[src/hdl/fpic_consts.vh]
// Constants of the front panel indicator controller: offsets, fields, timing.
`ifndef FPIC_CONSTS_VH
`define FPIC_CONSTS_VH
// ********************************************************
// Timing
// ********************************************************
`define FPIC_CLK_HZ       50000000
`define FPIC_MS_CYC       (`FPIC_CLK_HZ / 1000)
`define FPIC_BZ_ON_MS     16'd1000
`define FPIC_BZ_PER_MS    16'd5500
`define FPIC_FLASH_MS     16'd500
`define FPIC_REASSERT_MS  16'd20000
`define FPIC_LONG_MS      16'd1000
`define FPIC_BEEP_MS      16'd100
`define FPIC_BEEP2_ON_MS  16'd200
`define FPIC_BEEP2_END_MS 16'd300
// ********************************************************
// Register word offsets (wb_adr_i[5:2])
// ********************************************************
`define FPIC_OFS_COND     4'h0
`define FPIC_OFS_FAULT    4'h1
`define FPIC_OFS_ZONES    4'h2
`define FPIC_OFS_STATUS   4'h3
`define FPIC_OFS_KEYEV    4'h4
// ********************************************************
// Reset values
// ********************************************************
`define FPIC_RST_COND     18'h0_0010
`define FPIC_RST_FAULT    16'h0000
`define FPIC_RST_ZONES    8'h00
// ********************************************************
// Condition register fields
// ********************************************************
`define FPIC_C_FIRE       0
`define FPIC_C_EVAC       1
`define FPIC_C_ROUTE      2
`define FPIC_C_FOUT       3
`define FPIC_C_MAINS      4
`define FPIC_C_CHG_HI     5
`define FPIC_C_BAT_LO     6
`define FPIC_C_BAT_MISS   7
`define FPIC_C_SYSFAIL    8
`define FPIC_C_EARTH      9
`define FPIC_C_WALK       10
`define FPIC_C_PREALM     11
`define FPIC_C_DLY_MODE   12
`define FPIC_C_DLY_CFG    13
`define FPIC_C_DLY_DN     14
`define FPIC_C_DLY_RUN    15
`define FPIC_C_OVERRIDE   16
`define FPIC_C_SILABLE    17
`define FPIC_C_W          18
// ********************************************************
// Fault register fields
// ********************************************************
`define FPIC_F_SRC_W      7
`define FPIC_F_ALM_DIS    8
`define FPIC_F_ALM_FLT    9
`define FPIC_F_FO_DIS     10
`define FPIC_F_FO_FLT     11
`define FPIC_F_FLO_DIS    12
`define FPIC_F_FLO_FLT    13
`define FPIC_F_ANC_DIS    14
`define FPIC_F_ANC_FLT    15
`define FPIC_F_W          16
// ********************************************************
// LED vector positions and keys
// ********************************************************
`define FPIC_L_FIRE       0
`define FPIC_L_ROUTE      1
`define FPIC_L_POWER      2
`define FPIC_L_PWRFLT     3
`define FPIC_L_SYSFLT     4
`define FPIC_L_EARTH      5
`define FPIC_L_ALMDEV     6
`define FPIC_L_FOUT_ST    7
`define FPIC_L_FLO_ST     8
`define FPIC_L_ANC_ST     9
`define FPIC_L_TEST       10
`define FPIC_L_FOUT_ON    11
`define FPIC_L_PREALM     12
`define FPIC_L_DELAY      13
`define FPIC_L_SEVERAL    14
`define FPIC_L_SILENCED   15
`define FPIC_L_GENFLT     16
`define FPIC_L_W          17
`define FPIC_K_PREV       0
`define FPIC_K_NEXT       1
`define FPIC_K_SILBZ      2
`define FPIC_K_SILRES     3
`define FPIC_K_RESET      4
`define FPIC_K_MENU       5
`define FPIC_K_PTDIS      6
`define FPIC_K_ANCDIS     7
`define FPIC_K_CANCEL     8
`define FPIC_K_W          9
`define FPIC_K_LVL1       9'h007
`endif

[src/hdl/fpic_top.v]
// Front panel indicator, buzzer and key control with a Wishbone register slave.
`timescale 1ns/10ps
`include "fpic_consts.vh"

module fpic_top #(
	parameter MS_CYC = `FPIC_MS_CYC
) (
	input  wire                clk_i,
	input  wire                rst_i,
	input  wire                wb_cyc_i,
	input  wire                wb_stb_i,
	input  wire                wb_we_i,
	input  wire [7:0]          wb_adr_i,
	input  wire [3:0]          wb_sel_i,
	input  wire [31:0]         wb_dat_i,
	output reg  [31:0]         wb_dat_o,
	output reg                 wb_ack_o,
	input  wire [`FPIC_K_W-1:0] key_i,
	input  wire                keyswitch_on_i,
	output reg  [`FPIC_L_W-1:0] led_o,
	output reg                 buzzer_o,
	output reg                 silence_o,
	output reg                 force_fire_o,
	output reg                 reset_o
);

	function [31:0] fpic_merge;
		input [31:0] old_v;
		input [31:0] new_v;
		input [3:0]  sel;
		integer      i;
		begin
			for (i = 0; i < 32; i = i + 1)
				fpic_merge[i] = sel[i/8] ? new_v[i] : old_v[i];
		end
	endfunction

	// ********************************************************
	// Declarations
	// ********************************************************
	reg  [`FPIC_C_W-1:0]   cond_r;
	reg  [`FPIC_F_W-1:0]   fault_r;
	reg  [7:0]             zones_r;
	reg  [`FPIC_K_W-1:0]   keyev_r;
	reg  [`FPIC_K_W:0]     sync1_r;
	reg  [`FPIC_K_W:0]     sync2_r;
	reg  [`FPIC_K_W-1:0]   kprev_r;
	reg  [31:0]            pre_r;
	reg                    tick_r;
	reg  [15:0]            flash_ms_r;
	reg                    flash_r;
	reg  [15:0]            cad_ms_r;
	reg  [15:0]            win_ms_r;
	reg  [15:0]            hold_ms_r;
	reg  [15:0]            beep_ms_r;
	reg                    beep_act_r;
	reg                    beep_dbl_r;
	reg                    fire_lat_r;
	reg                    route_lat_r;
	reg                    fon_lat_r;
	reg                    sys_lat_r;
	reg                    silenced_r;
	reg                    mute_r;
	reg                    anc_dis_r;
	reg                    alarm_prev_r;
	reg  [`FPIC_F_SRC_W-1:0] src_prev_r;
	wire                   wb_req;
	wire                   wb_wr;
	wire [3:0]             wb_idx;
	wire [`FPIC_K_W-1:0]   key_s;
	wire                   level2;
	wire [`FPIC_K_W-1:0]   press;
	wire [`FPIC_K_W-1:0]   accept;
	wire                   held;
	wire                   rst_key;
	wire                   flt_any;
	wire                   new_alarm;
	wire                   dly_avail;
	wire                   beep_on;
	wire                   cad_on;
	wire [31:0]            status;
	reg  [`FPIC_L_W-1:0]   led_nxt;

	// ********************************************************
	// Key synchronisers and acceptance
	// ********************************************************
	always @(posedge clk_i) begin
		if (rst_i) begin
			sync1_r <= {(`FPIC_K_W+1){1'b0}};
			sync2_r <= {(`FPIC_K_W+1){1'b0}};
			kprev_r <= {`FPIC_K_W{1'b0}};
		end else begin
			sync1_r <= {keyswitch_on_i, key_i};
			sync2_r <= sync1_r;
			kprev_r <= key_s;
		end
	end

	assign key_s   = sync2_r[`FPIC_K_W-1:0];
	assign level2  = sync2_r[`FPIC_K_W];
	assign press   = key_s & ~kprev_r;
	// Level 1 keeps only browsing and buzzer mute.
	assign accept  = press & (level2 ? {`FPIC_K_W{1'b1}} : `FPIC_K_LVL1);
	assign held    = |key_s;
	assign rst_key = accept[`FPIC_K_RESET];

	// ********************************************************
	// Millisecond tick and flash generator
	// ********************************************************
	always @(posedge clk_i) begin
		if (rst_i) begin
			pre_r      <= 32'h0000_0000;
			tick_r     <= 1'b0;
			flash_ms_r <= 16'h0000;
			flash_r    <= 1'b0;
		end else begin
			tick_r <= (pre_r == MS_CYC - 1);
			pre_r  <= (pre_r == MS_CYC - 1) ? 32'h0000_0000 : pre_r + 32'h0000_0001;
			if (tick_r) begin
				if (flash_ms_r == `FPIC_FLASH_MS - 16'd1) begin
					flash_ms_r <= 16'h0000;
					flash_r    <= ~flash_r;
				end else begin
					flash_ms_r <= flash_ms_r + 16'd1;
				end
			end
		end
	end

	// ********************************************************
	// Wishbone slave
	// ********************************************************
	// Ack is registered, so each access costs one wait state and stb must
	// stay up until ack is seen; a write is stored on the taking edge.
	assign wb_req = wb_cyc_i & wb_stb_i & ~wb_ack_o;
	assign wb_wr  = wb_req & wb_we_i;
	assign wb_idx = wb_adr_i[5:2];
	assign status = {3'h0, level2, (win_ms_r != 16'h0000), anc_dis_r, silenced_r,
		buzzer_o, 7'h00, led_o};

	always @(posedge clk_i) begin
		if (rst_i) begin
			wb_ack_o <= 1'b0;
			wb_dat_o <= 32'h0000_0000;
		end else begin
			wb_ack_o <= wb_req;
			wb_dat_o <= 32'h0000_0000;
			if (wb_req & ~wb_we_i & (wb_adr_i[7:6] == 2'b00)) begin
				case (wb_idx)
				`FPIC_OFS_COND:   wb_dat_o <= {{(32-`FPIC_C_W){1'b0}}, cond_r};
				`FPIC_OFS_FAULT:  wb_dat_o <= {{(32-`FPIC_F_W){1'b0}}, fault_r};
				`FPIC_OFS_ZONES:  wb_dat_o <= {24'h00_0000, zones_r};
				`FPIC_OFS_STATUS: wb_dat_o <= status;
				`FPIC_OFS_KEYEV:  wb_dat_o <= {{(32-`FPIC_K_W){1'b0}}, keyev_r};
				default:          wb_dat_o <= 32'h0000_0000;
				endcase
			end
		end
	end

	// ********************************************************
	// Software registers
	// ********************************************************
	wire wr_cond  = wb_wr & (wb_adr_i[7:6] == 2'b00) & (wb_idx == `FPIC_OFS_COND);
	wire wr_fault = wb_wr & (wb_adr_i[7:6] == 2'b00) & (wb_idx == `FPIC_OFS_FAULT);
	wire wr_zones = wb_wr & (wb_adr_i[7:6] == 2'b00) & (wb_idx == `FPIC_OFS_ZONES);
	wire wr_keyev = wb_wr & (wb_adr_i[7:6] == 2'b00) & (wb_idx == `FPIC_OFS_KEYEV);
	wire [31:0] m_cond  = fpic_merge({{(32-`FPIC_C_W){1'b0}}, cond_r}, wb_dat_i, wb_sel_i);
	wire [31:0] m_fault = fpic_merge({{(32-`FPIC_F_W){1'b0}}, fault_r}, wb_dat_i, wb_sel_i);
	wire [31:0] m_zones = fpic_merge({24'h00_0000, zones_r}, wb_dat_i, wb_sel_i);
	wire [31:0] m_kclr  = fpic_merge(32'h0000_0000, wb_dat_i, wb_sel_i);

	always @(posedge clk_i) begin
		if (rst_i) begin
			cond_r  <= `FPIC_RST_COND;
			fault_r <= `FPIC_RST_FAULT;
			zones_r <= `FPIC_RST_ZONES;
			keyev_r <= {`FPIC_K_W{1'b0}};
		end else begin
			if (wr_cond)
				cond_r <= m_cond[`FPIC_C_W-1:0];
			if (wr_zones)
				zones_r <= m_zones[7:0];
			// Reset drops fault sources; a write in the same cycle reasserts them.
			if (wr_fault)
				fault_r <= m_fault[`FPIC_F_W-1:0];
			else if (rst_key)
				fault_r[`FPIC_F_SRC_W-1:0] <= {`FPIC_F_SRC_W{1'b0}};
			// Write one to clear; a new accepted key in the same cycle survives.
			keyev_r <= (keyev_r & ~(wr_keyev ? m_kclr[`FPIC_K_W-1:0] :
				{`FPIC_K_W{1'b0}})) | accept;
		end
	end

	// ********************************************************
	// Latched conditions and silence control
	// ********************************************************
	// The reassert window is only reported in status; software must rewrite
	// any fault source that still stands before the window closes.
	assign flt_any   = |fault_r[`FPIC_F_SRC_W-1:0];
	assign new_alarm = (fire_lat_r & ~alarm_prev_r) |
		(|(fault_r[`FPIC_F_SRC_W-1:0] & ~src_prev_r));

	always @(posedge clk_i) begin
		if (rst_i) begin
			fire_lat_r   <= 1'b0;
			route_lat_r  <= 1'b0;
			fon_lat_r    <= 1'b0;
			sys_lat_r    <= 1'b0;
			silenced_r   <= 1'b0;
			mute_r       <= 1'b0;
			anc_dis_r    <= 1'b0;
			alarm_prev_r <= 1'b0;
			src_prev_r   <= {`FPIC_F_SRC_W{1'b0}};
			win_ms_r     <= 16'h0000;
			reset_o      <= 1'b0;
			force_fire_o <= 1'b0;
			silence_o    <= 1'b0;
		end else begin
			alarm_prev_r <= fire_lat_r;
			src_prev_r   <= fault_r[`FPIC_F_SRC_W-1:0];
			reset_o      <= rst_key;
			// Set terms are listed last so a live condition outlasts a reset.
			if (rst_key) begin
				fire_lat_r  <= 1'b0;
				route_lat_r <= 1'b0;
				fon_lat_r   <= 1'b0;
				sys_lat_r   <= 1'b0;
				silenced_r  <= 1'b0;
			end
			if (cond_r[`FPIC_C_FIRE] | cond_r[`FPIC_C_EVAC])
				fire_lat_r <= 1'b1;
			if (cond_r[`FPIC_C_ROUTE])
				route_lat_r <= 1'b1;
			if (cond_r[`FPIC_C_FOUT])
				fon_lat_r <= 1'b1;
			if (cond_r[`FPIC_C_SYSFAIL])
				sys_lat_r <= 1'b1;
			// Toggle only when silenceable devices exist; silencing also needs a standing alarm.
			if (accept[`FPIC_K_SILRES] & cond_r[`FPIC_C_SILABLE] & ~rst_key) begin
				if (silenced_r)
					silenced_r <= 1'b0;
				else if (fire_lat_r)
					silenced_r <= 1'b1;
			end
			silence_o <= silenced_r;
			// A fresh alarm or fault re-arms a muted buzzer.
			if (new_alarm)
				mute_r <= 1'b0;
			else if (accept[`FPIC_K_SILBZ])
				mute_r <= 1'b1;
			if (accept[`FPIC_K_ANCDIS])
				anc_dis_r <= ~anc_dis_r;
			if (rst_key)
				win_ms_r <= `FPIC_REASSERT_MS;
			else if (tick_r && win_ms_r != 16'h0000)
				win_ms_r <= win_ms_r - 16'd1;
			force_fire_o <= cond_r[`FPIC_C_DLY_RUN] &
				(cond_r[`FPIC_C_OVERRIDE] | cond_r[`FPIC_C_EVAC]);
		end
	end

	// ********************************************************
	// Buzzer cadence and key beeps
	// ********************************************************
	assign cad_on  = cad_ms_r < `FPIC_BZ_ON_MS;
	assign beep_on = beep_act_r & ((beep_ms_r < `FPIC_BEEP_MS) |
		(beep_dbl_r & (beep_ms_r >= `FPIC_BEEP2_ON_MS)));

	always @(posedge clk_i) begin
		if (rst_i) begin
			cad_ms_r   <= 16'h0000;
			hold_ms_r  <= 16'h0000;
			beep_ms_r  <= 16'h0000;
			beep_act_r <= 1'b0;
			beep_dbl_r <= 1'b0;
			buzzer_o   <= 1'b0;
		end else begin
			if (~flt_any | fire_lat_r)
				cad_ms_r <= 16'h0000;
			else if (tick_r)
				cad_ms_r <= (cad_ms_r == `FPIC_BZ_PER_MS - 16'd1) ? 16'h0000 :
					cad_ms_r + 16'd1;
			if (~held)
				hold_ms_r <= 16'h0000;
			else if (tick_r && hold_ms_r != `FPIC_LONG_MS)
				hold_ms_r <= hold_ms_r + 16'd1;
			if (held && tick_r && hold_ms_r == `FPIC_LONG_MS - 16'd1) begin
				beep_act_r <= 1'b1;
				beep_dbl_r <= 1'b1;
				beep_ms_r  <= 16'h0000;
			end else if (~held && (|kprev_r) && hold_ms_r != `FPIC_LONG_MS) begin
				beep_act_r <= 1'b1;
				beep_dbl_r <= 1'b0;
				beep_ms_r  <= 16'h0000;
			end else if (tick_r && beep_act_r) begin
				if (beep_ms_r == (beep_dbl_r ? `FPIC_BEEP2_END_MS : `FPIC_BEEP_MS) - 16'd1)
					beep_act_r <= 1'b0;
				beep_ms_r <= beep_ms_r + 16'd1;
			end
			buzzer_o <= beep_on | (~mute_r & (fire_lat_r | (flt_any & cad_on)));
		end
	end

	// ********************************************************
	// Indicators
	// ********************************************************
	assign dly_avail = cond_r[`FPIC_C_DLY_MODE] & cond_r[`FPIC_C_DLY_CFG] &
		cond_r[`FPIC_C_DLY_DN];

	always @* begin
		led_nxt = {`FPIC_L_W{1'b0}};
		led_nxt[`FPIC_L_FIRE]    = fire_lat_r;
		led_nxt[`FPIC_L_ROUTE]   = route_lat_r;
		led_nxt[`FPIC_L_POWER]   = cond_r[`FPIC_C_MAINS] | flash_r;
		led_nxt[`FPIC_L_PWRFLT]  = ~cond_r[`FPIC_C_MAINS] | cond_r[`FPIC_C_CHG_HI] |
			cond_r[`FPIC_C_BAT_LO] | cond_r[`FPIC_C_BAT_MISS];
		led_nxt[`FPIC_L_SYSFLT]  = sys_lat_r;
		led_nxt[`FPIC_L_EARTH]   = cond_r[`FPIC_C_EARTH];
		// Disabled wins over faulty on every output status LED.
		led_nxt[`FPIC_L_ALMDEV]  = fault_r[`FPIC_F_ALM_DIS] |
			(fault_r[`FPIC_F_ALM_FLT] & flash_r);
		led_nxt[`FPIC_L_FOUT_ST] = fault_r[`FPIC_F_FO_DIS] |
			(fault_r[`FPIC_F_FO_FLT] & flash_r);
		led_nxt[`FPIC_L_FLO_ST]  = fault_r[`FPIC_F_FLO_DIS] |
			(fault_r[`FPIC_F_FLO_FLT] & flash_r);
		led_nxt[`FPIC_L_ANC_ST]  = fault_r[`FPIC_F_ANC_DIS] | anc_dis_r |
			(fault_r[`FPIC_F_ANC_FLT] & flash_r);
		led_nxt[`FPIC_L_TEST]    = cond_r[`FPIC_C_WALK];
		led_nxt[`FPIC_L_FOUT_ON] = fon_lat_r;
		led_nxt[`FPIC_L_PREALM]  = cond_r[`FPIC_C_PREALM];
		led_nxt[`FPIC_L_DELAY]   = dly_avail & (~cond_r[`FPIC_C_DLY_RUN] |
			cond_r[`FPIC_C_OVERRIDE] | cond_r[`FPIC_C_EVAC] | flash_r);
		led_nxt[`FPIC_L_SEVERAL] = zones_r > 8'h01;
		led_nxt[`FPIC_L_SILENCED] = silenced_r;
		led_nxt[`FPIC_L_GENFLT]  = flt_any;
	end

	always @(posedge clk_i) begin
		if (rst_i)
			led_o <= {`FPIC_L_W{1'b0}};
		else
			led_o <= led_nxt;
	end

endmodule // fpic_top

[config.mk]
export PLATFORM = sky130hd
export DESIGN_NAME = fpic_top
export DESIGN_NICKNAME = d
export VERILOG_FILES = /design/src/hdl/fpic_top.v
export VERILOG_INCLUDE_DIRS = /design/src /design/src/hdl
export SDC_FILE = /design/constraint.sdc
export NUM_CORES = 1
export LEC_CHECK = 0
export BUFFER_PORTS_ARGS = -buffer_cell sky130_fd_sc_hd__buf_2
export CAP_MARGIN = 10
export CORE_UTILIZATION = 55
export DETAILED_ROUTE_END_ITERATION = 8
export GPL_ROUTABILITY_DRIVEN = 0
export PLACE_DENSITY = 0.81
export SKIP_LAST_GASP = 1
export SYNTH_ARGS = -nofsm -noshare
export SYNTH_HDL_FRONTEND = slang
export SYNTH_SLANG_ARGS = --single-unit
[constraint.sdc]
create_clock -name clk_i -period 2.5 [get_ports clk_i]
set_input_delay 0.5 -clock clk_i [delete_from_list [all_inputs] [get_ports clk_i]]
set_output_delay 0.5 -clock clk_i [all_outputs]
set_load 0.05 [all_outputs]
After elaboration in Yosys (flattened, before gate mapping)
Index checks and enable logic that the tools add are counted.
Widths: inputs -> output; s select.
{ "word_totals": {"ff_bits": 265, "latch_bits": 0, "ram_bits": 0, "mem_bits_ro": 0, "input_bits": 59, "out_inout_bits": 54, "elab_cells": 204, "memories": 0} }
{ "classes": {"n_addsub": 7, "multipliers": 0, "n_div": 0, "order_cmp": 4, "eq_ne": 11, "shift": 0, "n_mux": 41, "n_bitwise": 64, "reduce_logical": 39} }
{ "op_table": {"columns": ["op", "n"], "rows": [
  ["$pmux 29 s5", 1],
  ["$add 16x1->16 const B", 4],
  ["$add 32x1->32 const B", 1],
  ["$eq 32x16->1 const B", 1],
  ["$mux 16", 2],
  ["$mux 1", 31],
  ["$mux 15", 2],
  ["$and 9x9->9", 3],
  ["$mux 9", 3],
  ["$and 1x1->1", 25],
  ["$or 1x1->1", 19],
  ["$not 9->9", 2],
  ["$reduce_and 2->1", 9],
  ["$reduce_or 9->1", 2],
  ["$eq 16x10->1 const B", 1],
  ["$eq 16x13->1 const B", 1],
  ["$eq 16x16->1", 1],
  ["$eq 16x9->1 const B", 1],
  ["$ge 16x8->1 const B", 1],
  ["$lt 16x10->1 const B", 1],
  ["$lt 16x7->1 const B", 1],
  ["$ne 16x10->1 const B", 1],
  ["$reduce_bool 16->1", 1],
  ["$sub 16x1->16 const B", 1],
  ["other kinds (19)", 51]
]} }

Depth between registers and ports, before layout
Gate-level depths: netlist of the first run.
{ "depth": {"depth_word": 9, "ltp_mapped": 8, "ltp_nobuf": 7} }

Worst setup path before layout of the first run
Ideal clock, no wire load.
{ "synth_path": {"path_type": "in2reg", "startpoint": "input port wb_adr_i[2]", "endpoint": "register zones_r[7]", "setup_ns": 0.128, "arrival_time_ns": 1.783, "t_required_ns": 2.372, "path_slack_ns": 0.589, "cell_stages": 5, "path_buffers": 1, "cell_sequence": "buf_6 > nor4b_2 > nand3_2 > mux2i_1 > nor2_1"} }
{ "synth_via": {"elab_chain_len": 3} }
{ "synth_lines": {"columns": ["element", "line", "text"], "rows": [
  ["from (decl)", "fpic_top.v:13", "input wire [7:0] wb_adr_i,"],
  ["$eq 4x2->1", null, null],
  ["$and 1x1->1", "fpic_top.v:166", "wire wr_zones = wb_wr & (wb_adr_i[7:6] == 2'b00) & (wb_idx == `FPIC_OFS_ZONES);"],
  ["$reduce_and 2->1 (no line)", null, null],
  ["to (signal assigned)", "fpic_top.v:177", "zones_r <= `FPIC_RST_ZONES;"],
  ["to (signal assigned)", "fpic_top.v:183", "zones_r <= m_zones[7:0];"],
  ["to (decl)", "fpic_top.v:43", "reg [7:0] zones_r;"]
]} }
No other way between the ends.
A chain may end at the register's enable or synchronous reset.

Worst setup path in the final report of the first run
{ "layout_path": {"startpoint": "register cad_ms_r[11]", "endpoint": "register cad_ms_r[13]"} }
{ "layout_via": {"elab_chain_len": 2, "elab_cells_between_ends": 3, "classes_between": "add/sub: 1; eq/ne: 1; mux: 1"} }
{ "layout_lines": {"columns": ["element", "line", "text"], "rows": [
  ["from (decl)", "fpic_top.v:52", "reg [15:0] cad_ms_r;"],
  ["from (signal assigned)", "fpic_top.v:282", "cad_ms_r <= (cad_ms_r == `FPIC_BZ_PER_MS - 16'd1) ? 16'h0000 :"],
  ["$add 16x1->16 or $eq 16x13->1 (tied branches)", "fpic_top.v:283, fpic_top.v:282", null],
  ["$mux 16 (*)", "fpic_top.v:282", null]
]} }
Mark *: on every way between the ends. The rest lies on a longest branch, timed or not.

==> results.yml, run 1 <==
outcome:
  outcome: "finished, final reports clean"
placed_design:
  dp_hpwl_um: 15680
  numPortBuffers: 86
  place_ws_ns: 0.3717
floorplan:
  die_x_um: 140.9
  core_area_um2: 18830
  dieArea_um2: 19850
  die_h_um: 140.9
  fp-row-count: 50
  io_pins: 113
  initial_core_util_pct: 56.35
global_routing:
  met3_usage_pct: 2.989
  grt_max_degree: 53
  busiest_layer: "met2"
  gr-total-overflow: 0
  track_usage_pct: 23.06
  grt_pass1_wl_um: 37690
  antenna_found_initial: 0
  met2_usage_pct: 39.98
  grt_pass1_vias: 7836
  use_met1_pct: 30.12
power_and_ir_drop:
  powerDensity_nw_per_um2: 689.0
  power.leakage_nw: 4.688
  ir_drop_v: 0.0006231
timing:
  relSlewSlack_pct: 57.00
  finalCriticalPeriod_ns: 2.061
  rsz0062_at_grt: "false"
  setup_tns_ns: 0
  worstMarginPinSlew_ns: 0.6401
  fin_hold_ws_ns: 0.1899
  setup_viol: 0
  finalMaxSlewViolations: 0
  finalWorstSetupSlack_ns: 0.4392
  hold_viol: 0
  fmax_ghz: 0.4853
  clock_skew_ns: 0.01622
  fin_crit_sh_pct: 82.43
cells_and_area:
  nets: 1273
  synthToLayoutAreaGrowth_pct: 12.85
  drive_above_1_share_pct: 15.36
  antenna_cells: 0
logic_synthesis:
  synth_compound_area_share_pct: 8.007
  synth_top_family_by_area: "simple AND/OR/NAND/NOR gates"
  synth_simple_gate_area_share_pct: 25.87
  synth_edf_count: 0
  synth_ff_type: "dfxtp_1"
  yosysWarnings: 0
  synth_cell_type_count: 73
  ys_seq_area_share_pct: 47.92
  synth_adder_area_share_pct: 0.9434
  synth_area_per_cell_um2: 9.283
  synth_xor_area_share_pct: 7.759
  ys_ff_latch: 254
  synthTopCellsByArea: "dfxtp_1 (48%), nor2_1 (7.0%), xnor2_1 (4.3%)"
  synth_cells: 1143
  async_flop_share_pct: 0
  synthMuxAreaShare_pct: 4.151
  synth_area_um2: 10610
  yosysTopAreaCell: "dfxtp_1"
  synth_top_area_share_pct: 47.92
clocking:
  cts_tree: "done"
  cts_inserted_buffers: 25
  cts_buffer_depth: 3
  cts_setup_buffers: 0
  cts_sinks: 254
  cts_hold_buf: 0
  clk_latency_ns: 0.52
  root_buffer: "clkbuf_16"
  htree_levels: 1
  post_cts_resize_count: 0
  clk_pin_slew_ns: 0.06
worst_setup_path:
  crit_start: "cad_ms_r[11]$_SDFFE_PP0P_"
  crit_chain: "nor4_1, nand4_1, or3_1, o21bai_2, nor2_1"
  slowest_delay_ns: 0.47
  r2r_setup_slack_ns: 0.44
  r2r-start: "cad_ms_r[11]$_SDFFE_PP0P_"
  cp_max_fo: 13
  critical_path.startpoint_type: "flip-flop"
  critPathKind: "flip-flop to flip-flop"
  cp.arrival_ns: 2.44
  cp.required_ns: 2.88
  cp-end-kind: "flip-flop"
  crit_slowest_cell: "o21bai_2"
detailed_routing:
  drc: 0
  drtPass1Iterations: 6
  via_per_inst: 5.507
  wl_um: 22640
  vias: 8173
  drtIter0Drc: 558
  wl_per_cell_um: 15.26
  antenna_left: 0
run:
  drv_cap: 0
hold_path:
  hold_path.class: "primary input to flip-flop"
  hp-start: "key_i[3]"
cells in the mapped netlist (all sizes together), types with 3 or more instances:
| library cell | number |
|---|---|
| a211oi | 4 |
| a21oi | 49 |
| a222oi | 9 |
| a22o | 7 |
| a22oi | 9 |
| a31o | 4 |
| a31oi | 10 |
| a32oi | 3 |
| and2 | 6 |
| and3 | 19 |
| and4 | 8 |
| buf | 46 |
| clkbuf | 30 |
| dfxtp | 254 |
| ha | 8 |
| inv | 35 |
| mux2i | 44 |
| nand2 | 57 |
| nand3 | 45 |
| nand3b | 6 |
| nand4 | 31 |
| nor2 | 198 |
| nor2b | 44 |
| nor3 | 27 |
| nor4 | 29 |
| nor4b | 10 |
| o21ai | 7 |
| or2 | 4 |
| or3 | 9 |
| or4 | 5 |
| xnor2 | 52 |
| xor2 | 42 |
where the power goes:
part | internal (W) | switching, W | total (W)
logic | 0.0000859 | 0.000199 | 0.000285
registers | 0.00408 | 0.0000242 | 0.00410
clock network | 0.00232 | 0.00154 | 0.00386
through the flow:
step	utilization [%]	instances	cell area [µm²]	total power [W]
finish	63.59	1484	11970	0.008250
global route	63.59	1484	11970	0.008493
CTS	63.59	1484	11970	0.008299
detailed placement	59.03	1439	11120	0.004476
global placement	59.03	1439	11120	0.004471
floorplan	-	1151	10640	0.004391
per-layer routing:
metal  part of all wire [%]  wire (µm)
met4                    1.9        435
met1                     45      10120
met2                     48      10980
met3                    4.9       1111
met5                      0          0
area by class of cell:
class	instances	area [µm²]
timing repair buffer	104	568.0
clock buffer	32	711.9
fill	1502	6857
sequential	254	5085
clock inverter	13	146.4
inverter	35	131.4
tap	260	325.3
multi-input combinational	786	5006
cells by family after synthesis:
logic type	Yosys count
multiplexers	44
flip-flops	254
XOR/XNOR	94
AND/OR/NAND/NOR	511
buffers and inverters	111
adder cells (fa/ha/maj)	8
AO/OA/AOI/OAI	120
other	1
sequential cells by signal, summed over array words and instances, names as in the netlist, 8 cells and up:
| register | flops |
|---|---|
| sync2_r | 10 |
| sync1_r | 10 |
| cad_ms_r | 16 |
| pre_r | 32 |
| beep_ms_r | 16 |
| keyev_r | 9 |
| cond_r | 18 |
| zones_r | 8 |
| led_o | 17 |
| win_ms_r | 16 |
| hold_ms_r | 16 |
| flash_ms_r | 16 |
| fault_r | 16 |
| wb_dat_o | 23 |
| kprev_r | 9 |
layout by cell type (no fill, tap or decap), drive strengths merged, types with 4 or more instances in the layout:
cell type  Yosys  routed
dfxtp        254     254
nor2         198     198
buf           46     104
nand2         57      57
xnor2         52      52
a21oi         49      49
nand3         45      45
mux2i         44      44
nor2b         44      44
xor2          42      42
inv           35      36
clkbuf        30      32
nand4         31      31
nor4          29      29
nor3          27      27
and3          19      19
a31oi         10      10
nor4b         10      10
a22oi          9       9
a222oi         9       9
conb           1       9
or3            9       9
and4           8       8
ha             8       8
clkinv         0       8
o21ai          7       7
a22o           7       7
nand3b         6       6
and2           6       6
or4            5       5
or2            4       4
a31o           4       4
a211oi         4       4
path summary, 6_finish.rpt:
check	cells after the start	to
worst min register to register	1	sync2_r[0]$_SDFF_PP0_
worst min-delay path	2	sync1_r[3]$_SDFF_PP0_
worst max register to register	5	cad_ms_r[13]$_SDFFE_PP0P_
worst max-delay path	5	cad_ms_r[13]$_SDFFE_PP0P_
critical path, delay by kind of cell (launching register included):
family,cells,cell delay (ns)
AO/OA/AOI/OAI,1,0.47
AND/OR/NAND/NOR,4,1.09
flip-flops,1,0.36
Note: power is estimated with default switching activity, not from simulation.
==> inputs of run 2 (changes only) <==
--- a/config.mk
+++ b/config.mk
@@ -6,12 +6,13 @@
 export SDC_FILE = /design/constraint.sdc
 export NUM_CORES = 1
 export LEC_CHECK = 0
+export ABC_AREA = 1
 export BUFFER_PORTS_ARGS = -buffer_cell sky130_fd_sc_hd__buf_2
 export CAP_MARGIN = 10
-export CORE_UTILIZATION = 55
+export CORE_UTILIZATION = 54
 export DETAILED_ROUTE_END_ITERATION = 8
 export GPL_ROUTABILITY_DRIVEN = 0
-export PLACE_DENSITY = 0.81
+export PLACE_DENSITY = 0.83
 export SKIP_LAST_GASP = 1
 export SYNTH_ARGS = -nofsm -noshare
 export SYNTH_HDL_FRONTEND = slang
==> constraint.sdc (replaced) <==
create_clock -name clk_i -period 1.7 [get_ports clk_i]
set_input_delay 0.34 -clock clk_i [delete_from_list [all_inputs] [get_ports clk_i]]
set_output_delay 0.34 -clock clk_i [all_outputs]
set_load 0.05 [all_outputs]
==> run 2 against run 1 <==
Effect of this change:
- routed wire length up 27%
- die area rose by 13%
- non-clock buffer count is 25 higher
- sequential share of layout area decreased by 5.2 points
- synthesized cell count increased by 48%
- clock skew rose by 0.0012 ns
- total power grew 59%
- via count up 35%
- setup slack worse by 0.37 ns
- worst hold slack got worse by 0.18 ns
- utilization increased by 0.91 points
- critical path type is now flip-flop to primary output
- highest routed layer unchanged
==> results.yml, run 2 <==
power_and_ir_drop:
  power.switching_w: 0.002815
  comb_power_share_pct: 3.6
  p_seq_share_pct: 45.8
  power.leakage_nw: 5.674
  swShare_pct: 21.39
  powerDensity_nw_per_um2: 964.3
  p_int_w: 0.01034
  ir_drop_v: 0.0009540
  p_clk_share_pct: 50.5
  power.total_w: 0.01316
worst_setup_path:
  critPathKind: "flip-flop to primary output"
  cp-end-kind: "primary output"
  cp.arrival_ns: 1.29
  crit_chain: "buf_2"
  slowest_delay_ns: 0.44
  critical_path.startpoint_type: "flip-flop"
  r2r_setup_slack_ns: 0.09
  crit_slowest_cell: "dfxtp_1"
  cp_max_fo: 3
  crit_buf_inv: 1
  cp.required_ns: 1.36
  critPathTopFamily: "flip-flops"
floorplan:
  die_x_um: 149.5
  core_area_um2: 21150
  io_pins: 113
  die_h_um: 149.5
  dieArea_um2: 22340
  initial_core_util_pct: 55.52
  fp-row-count: 53
logic_synthesis:
  synth_ff_type: "dfxtp_1"
  ys_seq_area_share_pct: 43.30
  synth_area_per_cell_um2: 6.924
  synth_edf_count: 0
  synth_top_area_share_pct: 43.30
  async_flop_share_pct: 0
  ys_ff_latch: 254
  yosysTopAreaCell: "dfxtp_1"
  synth_cell_type_count: 47
  synth_cells: 1696
  yosysWarnings: 0
  synthTopCellsByCount: "nand2_1 (383), nor2_1 (278), dfxtp_1 (254), inv_1 (247), nand3_1 (100)"
  synth.most_common_cell: "nand2_1"
  synthTopCellsByArea: "dfxtp_1 (43%), nand2_1 (12%), nor2_1 (8.9%)"
  synth_area_um2: 11740
timing:
  finalWorstSetupSlack_ns: 0.07170
  rsz0062_at_grt: "true"
  fin_crit_sh_pct: 95.78
  setup_viol: 0
  hold_viol: 0
  worstMarginPinSlew_ns: 0.4884
  finalMaxSlewViolations: 0
  relSlewSlack_pct: 67.14
  clock_skew_ns: 0.01744
  fmax_ghz: 0.6141
  finalCriticalPeriod_ns: 1.628
detailed_routing:
  wl_um: 28770
  vias: 11010
  wl_per_cell_um: 13.74
  antenna_left: 0
  drtPass1Iterations: 5
  via_per_inst: 5.259
  drtIter0Drc: 769
  drc: 0
cells_and_area:
  synthToLayoutAreaGrowth_pct: 16.18
  stdcell_count: 2094
  layout_commonest_cell: "nand2_1"
  fillers: 1764
  largest_reg_flops: 32
  final_cell_mix: "nand2_1 (383), nor2_1 (274), dfxtp_1 (253)"
  fin_util_pct: 64.50
  top_regs: "pre_r x32, wb_dat_o x23, cond_r x18"
  top_register: "pre_r"
  drive_above_1_share_pct: 12.60
  nets: 1864
placed_design:
  dp_cells: 2041
  dp_hpwl_um: 20710
  numPortBuffers: 86
  place_ws_ns: -0.1752
hold_path:
  hold_path.class: "primary input to flip-flop"
clocking:
  cts_buffer_depth: 3
  cts_inserted_buffers: 27
  clk_pin_slew_ns: 0.06
  root_buffer: "clkbuf_16"
  clk_latency_ns: 0.54
  htree_levels: 1
  cts_sinks: 254
  cts_tree: "done"
  cts_setup_buffers: 0
global_routing:
  grt_pass1_vias: 10280
  grt_max_degree: 40
  grt_pass1_wl_um: 47310
  gr-total-overflow: 0
  track_usage_pct: 25.83
  antenna_found_initial: 0
outcome:
  outcome: "finished, final reports clean"
run:
  drv_cap: 0
## run 2: cell count changes after synthesis, moves of 45 or more
cell | previous run | this run
nand3_1 | 40 | 100
xnor2_1 | 52 | 6
o21ai_0 | 7 | 61
nor2_1 | 197 | 278
inv_1 | 35 | 247
nand2_1 | 57 | 383
a21oi_1 | 46 | 91
## run 2: power groups by stage
stage | Combinational (W) | Sequential [W] | Clock (W)
2_1_floorplan | 0.000298 | 0.00617 | 0
3_3_place_gp | 0.000454 | 0.00616 | 0
3_5_place_dp | 0.000462 | 0.00616 | 0
4_1_cts | 0.000471 | 0.00603 | 0.00672
5_1_grt | 0.000523 | 0.00603 | 0.00699
6_report | 0.000479 | 0.00603 | 0.00665
## run 2: area by class of cell
type                    count  area, µm²  area share, %
multi-input cells        1131       5411          39.66
well taps                 275      344.1          2.522
diodes                      1      2.502        0.01834
inverters                 254      960.9          7.043
clock inverters            18      286.5          2.100
repair buffers            129      808.3          5.924
clock buffers              32      744.5          5.456
flip-flops and latches    254       5086          37.28
## run 2: stage by stage
step,setup TNS (ns),cell area (µm²),hold WS [ns]
after global placement,-1.442,12500,0.3980
final,0,13640,0.01310
after detailed placement,-1.814,12500,0.3978
after CTS,0,13550,0.002077
after floorplan,0,11770,0.3883
after global routing,-0.1346,13640,0.01267
## run 2: kinds of logic (layout without fill, tap and decap cells)
group | count (synthesis) | after routing | share of synthesized area (%)
adders and majority gates | 8 | 8 | 0.8524
other | 1 | 10 | 0.03193
DFF | 254 | 254 | 43.30
AOI/OAI and AO/OA | 198 | 198 | 9.386
and+or+nand+nor | 883 | 883 | 32.35
buffers and inverters | 319 | 433 | 11.62
xor gates and xnor gates | 33 | 33 | 2.461
## run 2: what timing repair did
item,in CTS,in global routing
hold buffers,2,0
pin swaps,0,1
cloned,0,0
endpoints found under the setup margin,14,59
gates resized for setup,2,20
endpoints found under the hold margin,2,0
## run 2: layer usage
metal / GRT usage [%] / share of wire [%]
met5: 0 / 0
met4: 8.316 / 2.5
met3: 3.476 / 6.4
met2: 46.41 / 49
met1: 31.62 / 42
## run 2: path summary, 6_finish.rpt
check,from,endpoint,depth (start not counted)
min reg2reg,sync1_r[1]$_SDFF_PP0_,sync2_r[1]$_SDFF_PP0_,2
max reg2reg,pre_r[1]$_SDFF_PP0_,pre_r[6]$_SDFF_PP0_,8
min,key_i[1],sync1_r[1]$_SDFF_PP0_,3
max,led_o[0]$_SDFF_PP0_,led_o[0],1
==> inputs of run 3 (changes only) <==
--- a/config.mk
+++ b/config.mk
@@ -9,6 +9,7 @@
 export ABC_AREA = 1
 export BUFFER_PORTS_ARGS = -buffer_cell sky130_fd_sc_hd__buf_2
 export CAP_MARGIN = 10
+export CORE_ASPECT_RATIO = 0.75
 export CORE_UTILIZATION = 54
 export DETAILED_ROUTE_END_ITERATION = 8
 export GPL_ROUTABILITY_DRIVEN = 0
==> run 3 against run 2 <==
Effect of this change:
- sequential share of layout area fell by 0.26 points
- total power decreased by 5.5%
- cell area grew 0.67%
- combinational power grew 8.4%
- clock-buffer cell count fell by 3
- non-clock buffer count is 22 higher
- critical path depth grew 5
- fmax is 4.0% lower
- clock power down 12%
- critical endpoint is now silenced_r$_SDFF_PP0_
- cell count is 1.5% higher
==> results.yml, run 3 (synthesized netlist as in run 2, its figures left out) <==
cells_and_area:
  final_cell_mix: "nand2_1 (382), nor2_1 (268), dfxtp_1 (254)"
  synthToLayoutAreaGrowth_pct: 16.96
  fin_util_pct: 64.68
  drive_above_1_share_pct: 13.46
  top_register: "pre_r"
  layout_commonest_cell: "nand2_1"
  top_regs: "pre_r x32, wb_dat_o x23, cond_r x18"
  nets: 1884
  largest_reg_flops: 32
worst_setup_path:
  cp.arrival_ns: 2.15
  r2r_setup_slack_ns: 0.004
  cp-end-kind: "flip-flop"
  critPathKind: "flip-flop to flip-flop"
  critical_path.startpoint_type: "flip-flop"
  cp.required_ns: 2.15
  cp_max_fo: 9
floorplan:
  dieArea_um2: 22350
  io_pins: 113
  core_area_um2: 21240
  die_h_um: 129.7
  fp-row-count: 46
  initial_core_util_pct: 55.30
  die_x_um: 172.3
timing:
  hold_viol: 0
  finalMaxSlewViolations: 0
  finalCriticalPeriod_ns: 1.696
  clock_skew_ns: 0.03857
  fin_crit_sh_pct: 99.76
  worstMarginPinSlew_ns: 0.5787
  rsz0062_at_grt: "true"
  setup_viol: 0
  relSlewSlack_pct: 61.28
  fmax_ghz: 0.5896
power_and_ir_drop:
  power.switching_w: 0.002758
  powerDensity_nw_per_um2: 905.1
  power.leakage_nw: 5.734
  swShare_pct: 22.19
  p_seq_share_pct: 48.5
  power.total_w: 0.01243
  ir_drop_v: 0.0007882
  p_clk_share_pct: 47.3
  p_int_w: 0.009674
  comb_power_share_pct: 4.2
hold_path:
  hold_path.class: "primary input to flip-flop"
global_routing:
  track_usage_pct: 26.59
  antenna_found_initial: 1
  grt_pass1_wl_um: 47730
  gr-total-overflow: 0
  grt_max_degree: 42
  grt_pass1_vias: 9859
clocking:
  cts_buffer_depth: 3
  cts_tree: "done"
  clk_pin_slew_ns: 0.07
  cts_inserted_buffers: 24
  cts_sinks: 254
  root_buffer: "clkbuf_16"
  clk_latency_ns: 0.55
  htree_levels: 1
detailed_routing:
  drtPass1Iterations: 6
  wl_um: 30730
  drc: 0
  via_per_inst: 5.308
  wl_per_cell_um: 14.46
  drtIter0Drc: 987
  vias: 11280
  antenna_left: 0
placed_design:
  numPortBuffers: 86
  dp_hpwl_um: 21710
outcome:
  outcome: "finished, final reports clean"
run:
  drv_cap: 0
## run 3: cell types whose count changed in the layout (fill, tap and decap cells not counted), sizes merged
cell,before,now
buf,127,141
bufinv,7,5
clkbuf,32,29
clkinv,5,9
clkinvlp,8,4
diode,1,2
dlygate4sd3,2,10
inv,252,251
nand3,106,107
## run 3: power by group through the flow
| stage | Combinational, W | Sequential, W | Clock, W |
|---|---|---|---|
| 6_report | 0.000519 | 0.00603 | 0.00588 |
| 5_1_grt | 0.000561 | 0.00603 | 0.00621 |
| 4_1_cts | 0.000492 | 0.00603 | 0.00596 |
| 3_5_place_dp | 0.000469 | 0.00616 | 0 |
| 3_3_place_gp | 0.000459 | 0.00616 | 0 |
| 2_1_floorplan | 0.000298 | 0.00617 | 0 |
## run 3: through the flow
step	setup WS [ns]	instances	hold WS [ns]	setup TNS [ns]	instance area, µm²
after global placement	-0.1086	2067	0.3906	-1.318	12600
after CTS	0.02397	2121	0.05885	0	13600
after detailed placement	-0.1409	2067	0.3947	-1.572	12600
final	0.004008	2125	0.07599	0	13740
after floorplan	0.1327	1704	0.3883	0	11770
after global routing	-0.08550	2123	0.08405	-0.6414	13730
## run 3: path summary, 6_finish.rpt
path | startpoint | endpoint | depth (start not counted)
hold reg to reg | sync1_r[5]$_SDFF_PP0_ | sync2_r[5]$_SDFF_PP0_ | 2
setup / recovery | kprev_r[4]$_SDFF_PP0_ | silenced_r$_SDFF_PP0_ | 6
setup reg to reg | kprev_r[4]$_SDFF_PP0_ | silenced_r$_SDFF_PP0_ | 6
hold / removal | wb_dat_i[0] | fault_r[0]$_SDFFE_PP0P_ | 3
## run 3: cell type report
type | instances | area (µm²)
clock inverter | 15 | 232.7
clock buffer | 29 | 649.4
antenna | 2 | 5.005
tap | 288 | 360.3
sequential | 254 | 5085
multi-input combinational | 1132 | 5455
timing repair buffer | 151 | 984.7
fill | 1765 | 7502
inverter | 254 | 963.4
## run 3: critical path: stages (launching register included)
cell	delay, ns
dfxtp_1	0.32
inv_1	0.06
nand3_1	0.18
inv_1	0.07
nor2_1	0.45
inv_2	0.24
a211oi_1	0.27
## run 3: repair_timing
| item | CTS | global route |
|---|---|---|
| pin swaps | 0 | 2 |
| setup buffers | 0 | 1 |
| cloned | 0 | 1 |
| setup endpoints to repair | 26 | 85 |
| hold buffers | 10 | 0 |
| gates resized for setup | 5 | 30 |
| endpoints found under the hold margin | 10 | 0 |
## run 3: per-layer routing
layer	vias to the layer above	part of all wire (%)	wire (µm)	track usage, %
met5	-	0	0	0
met4	0	2.8	864	8.641
met3	72	9.5	2915	4.641
met2	501	43	13340	41.48
met1	5137	44	13610	37.37
li1	5570	-	-	-
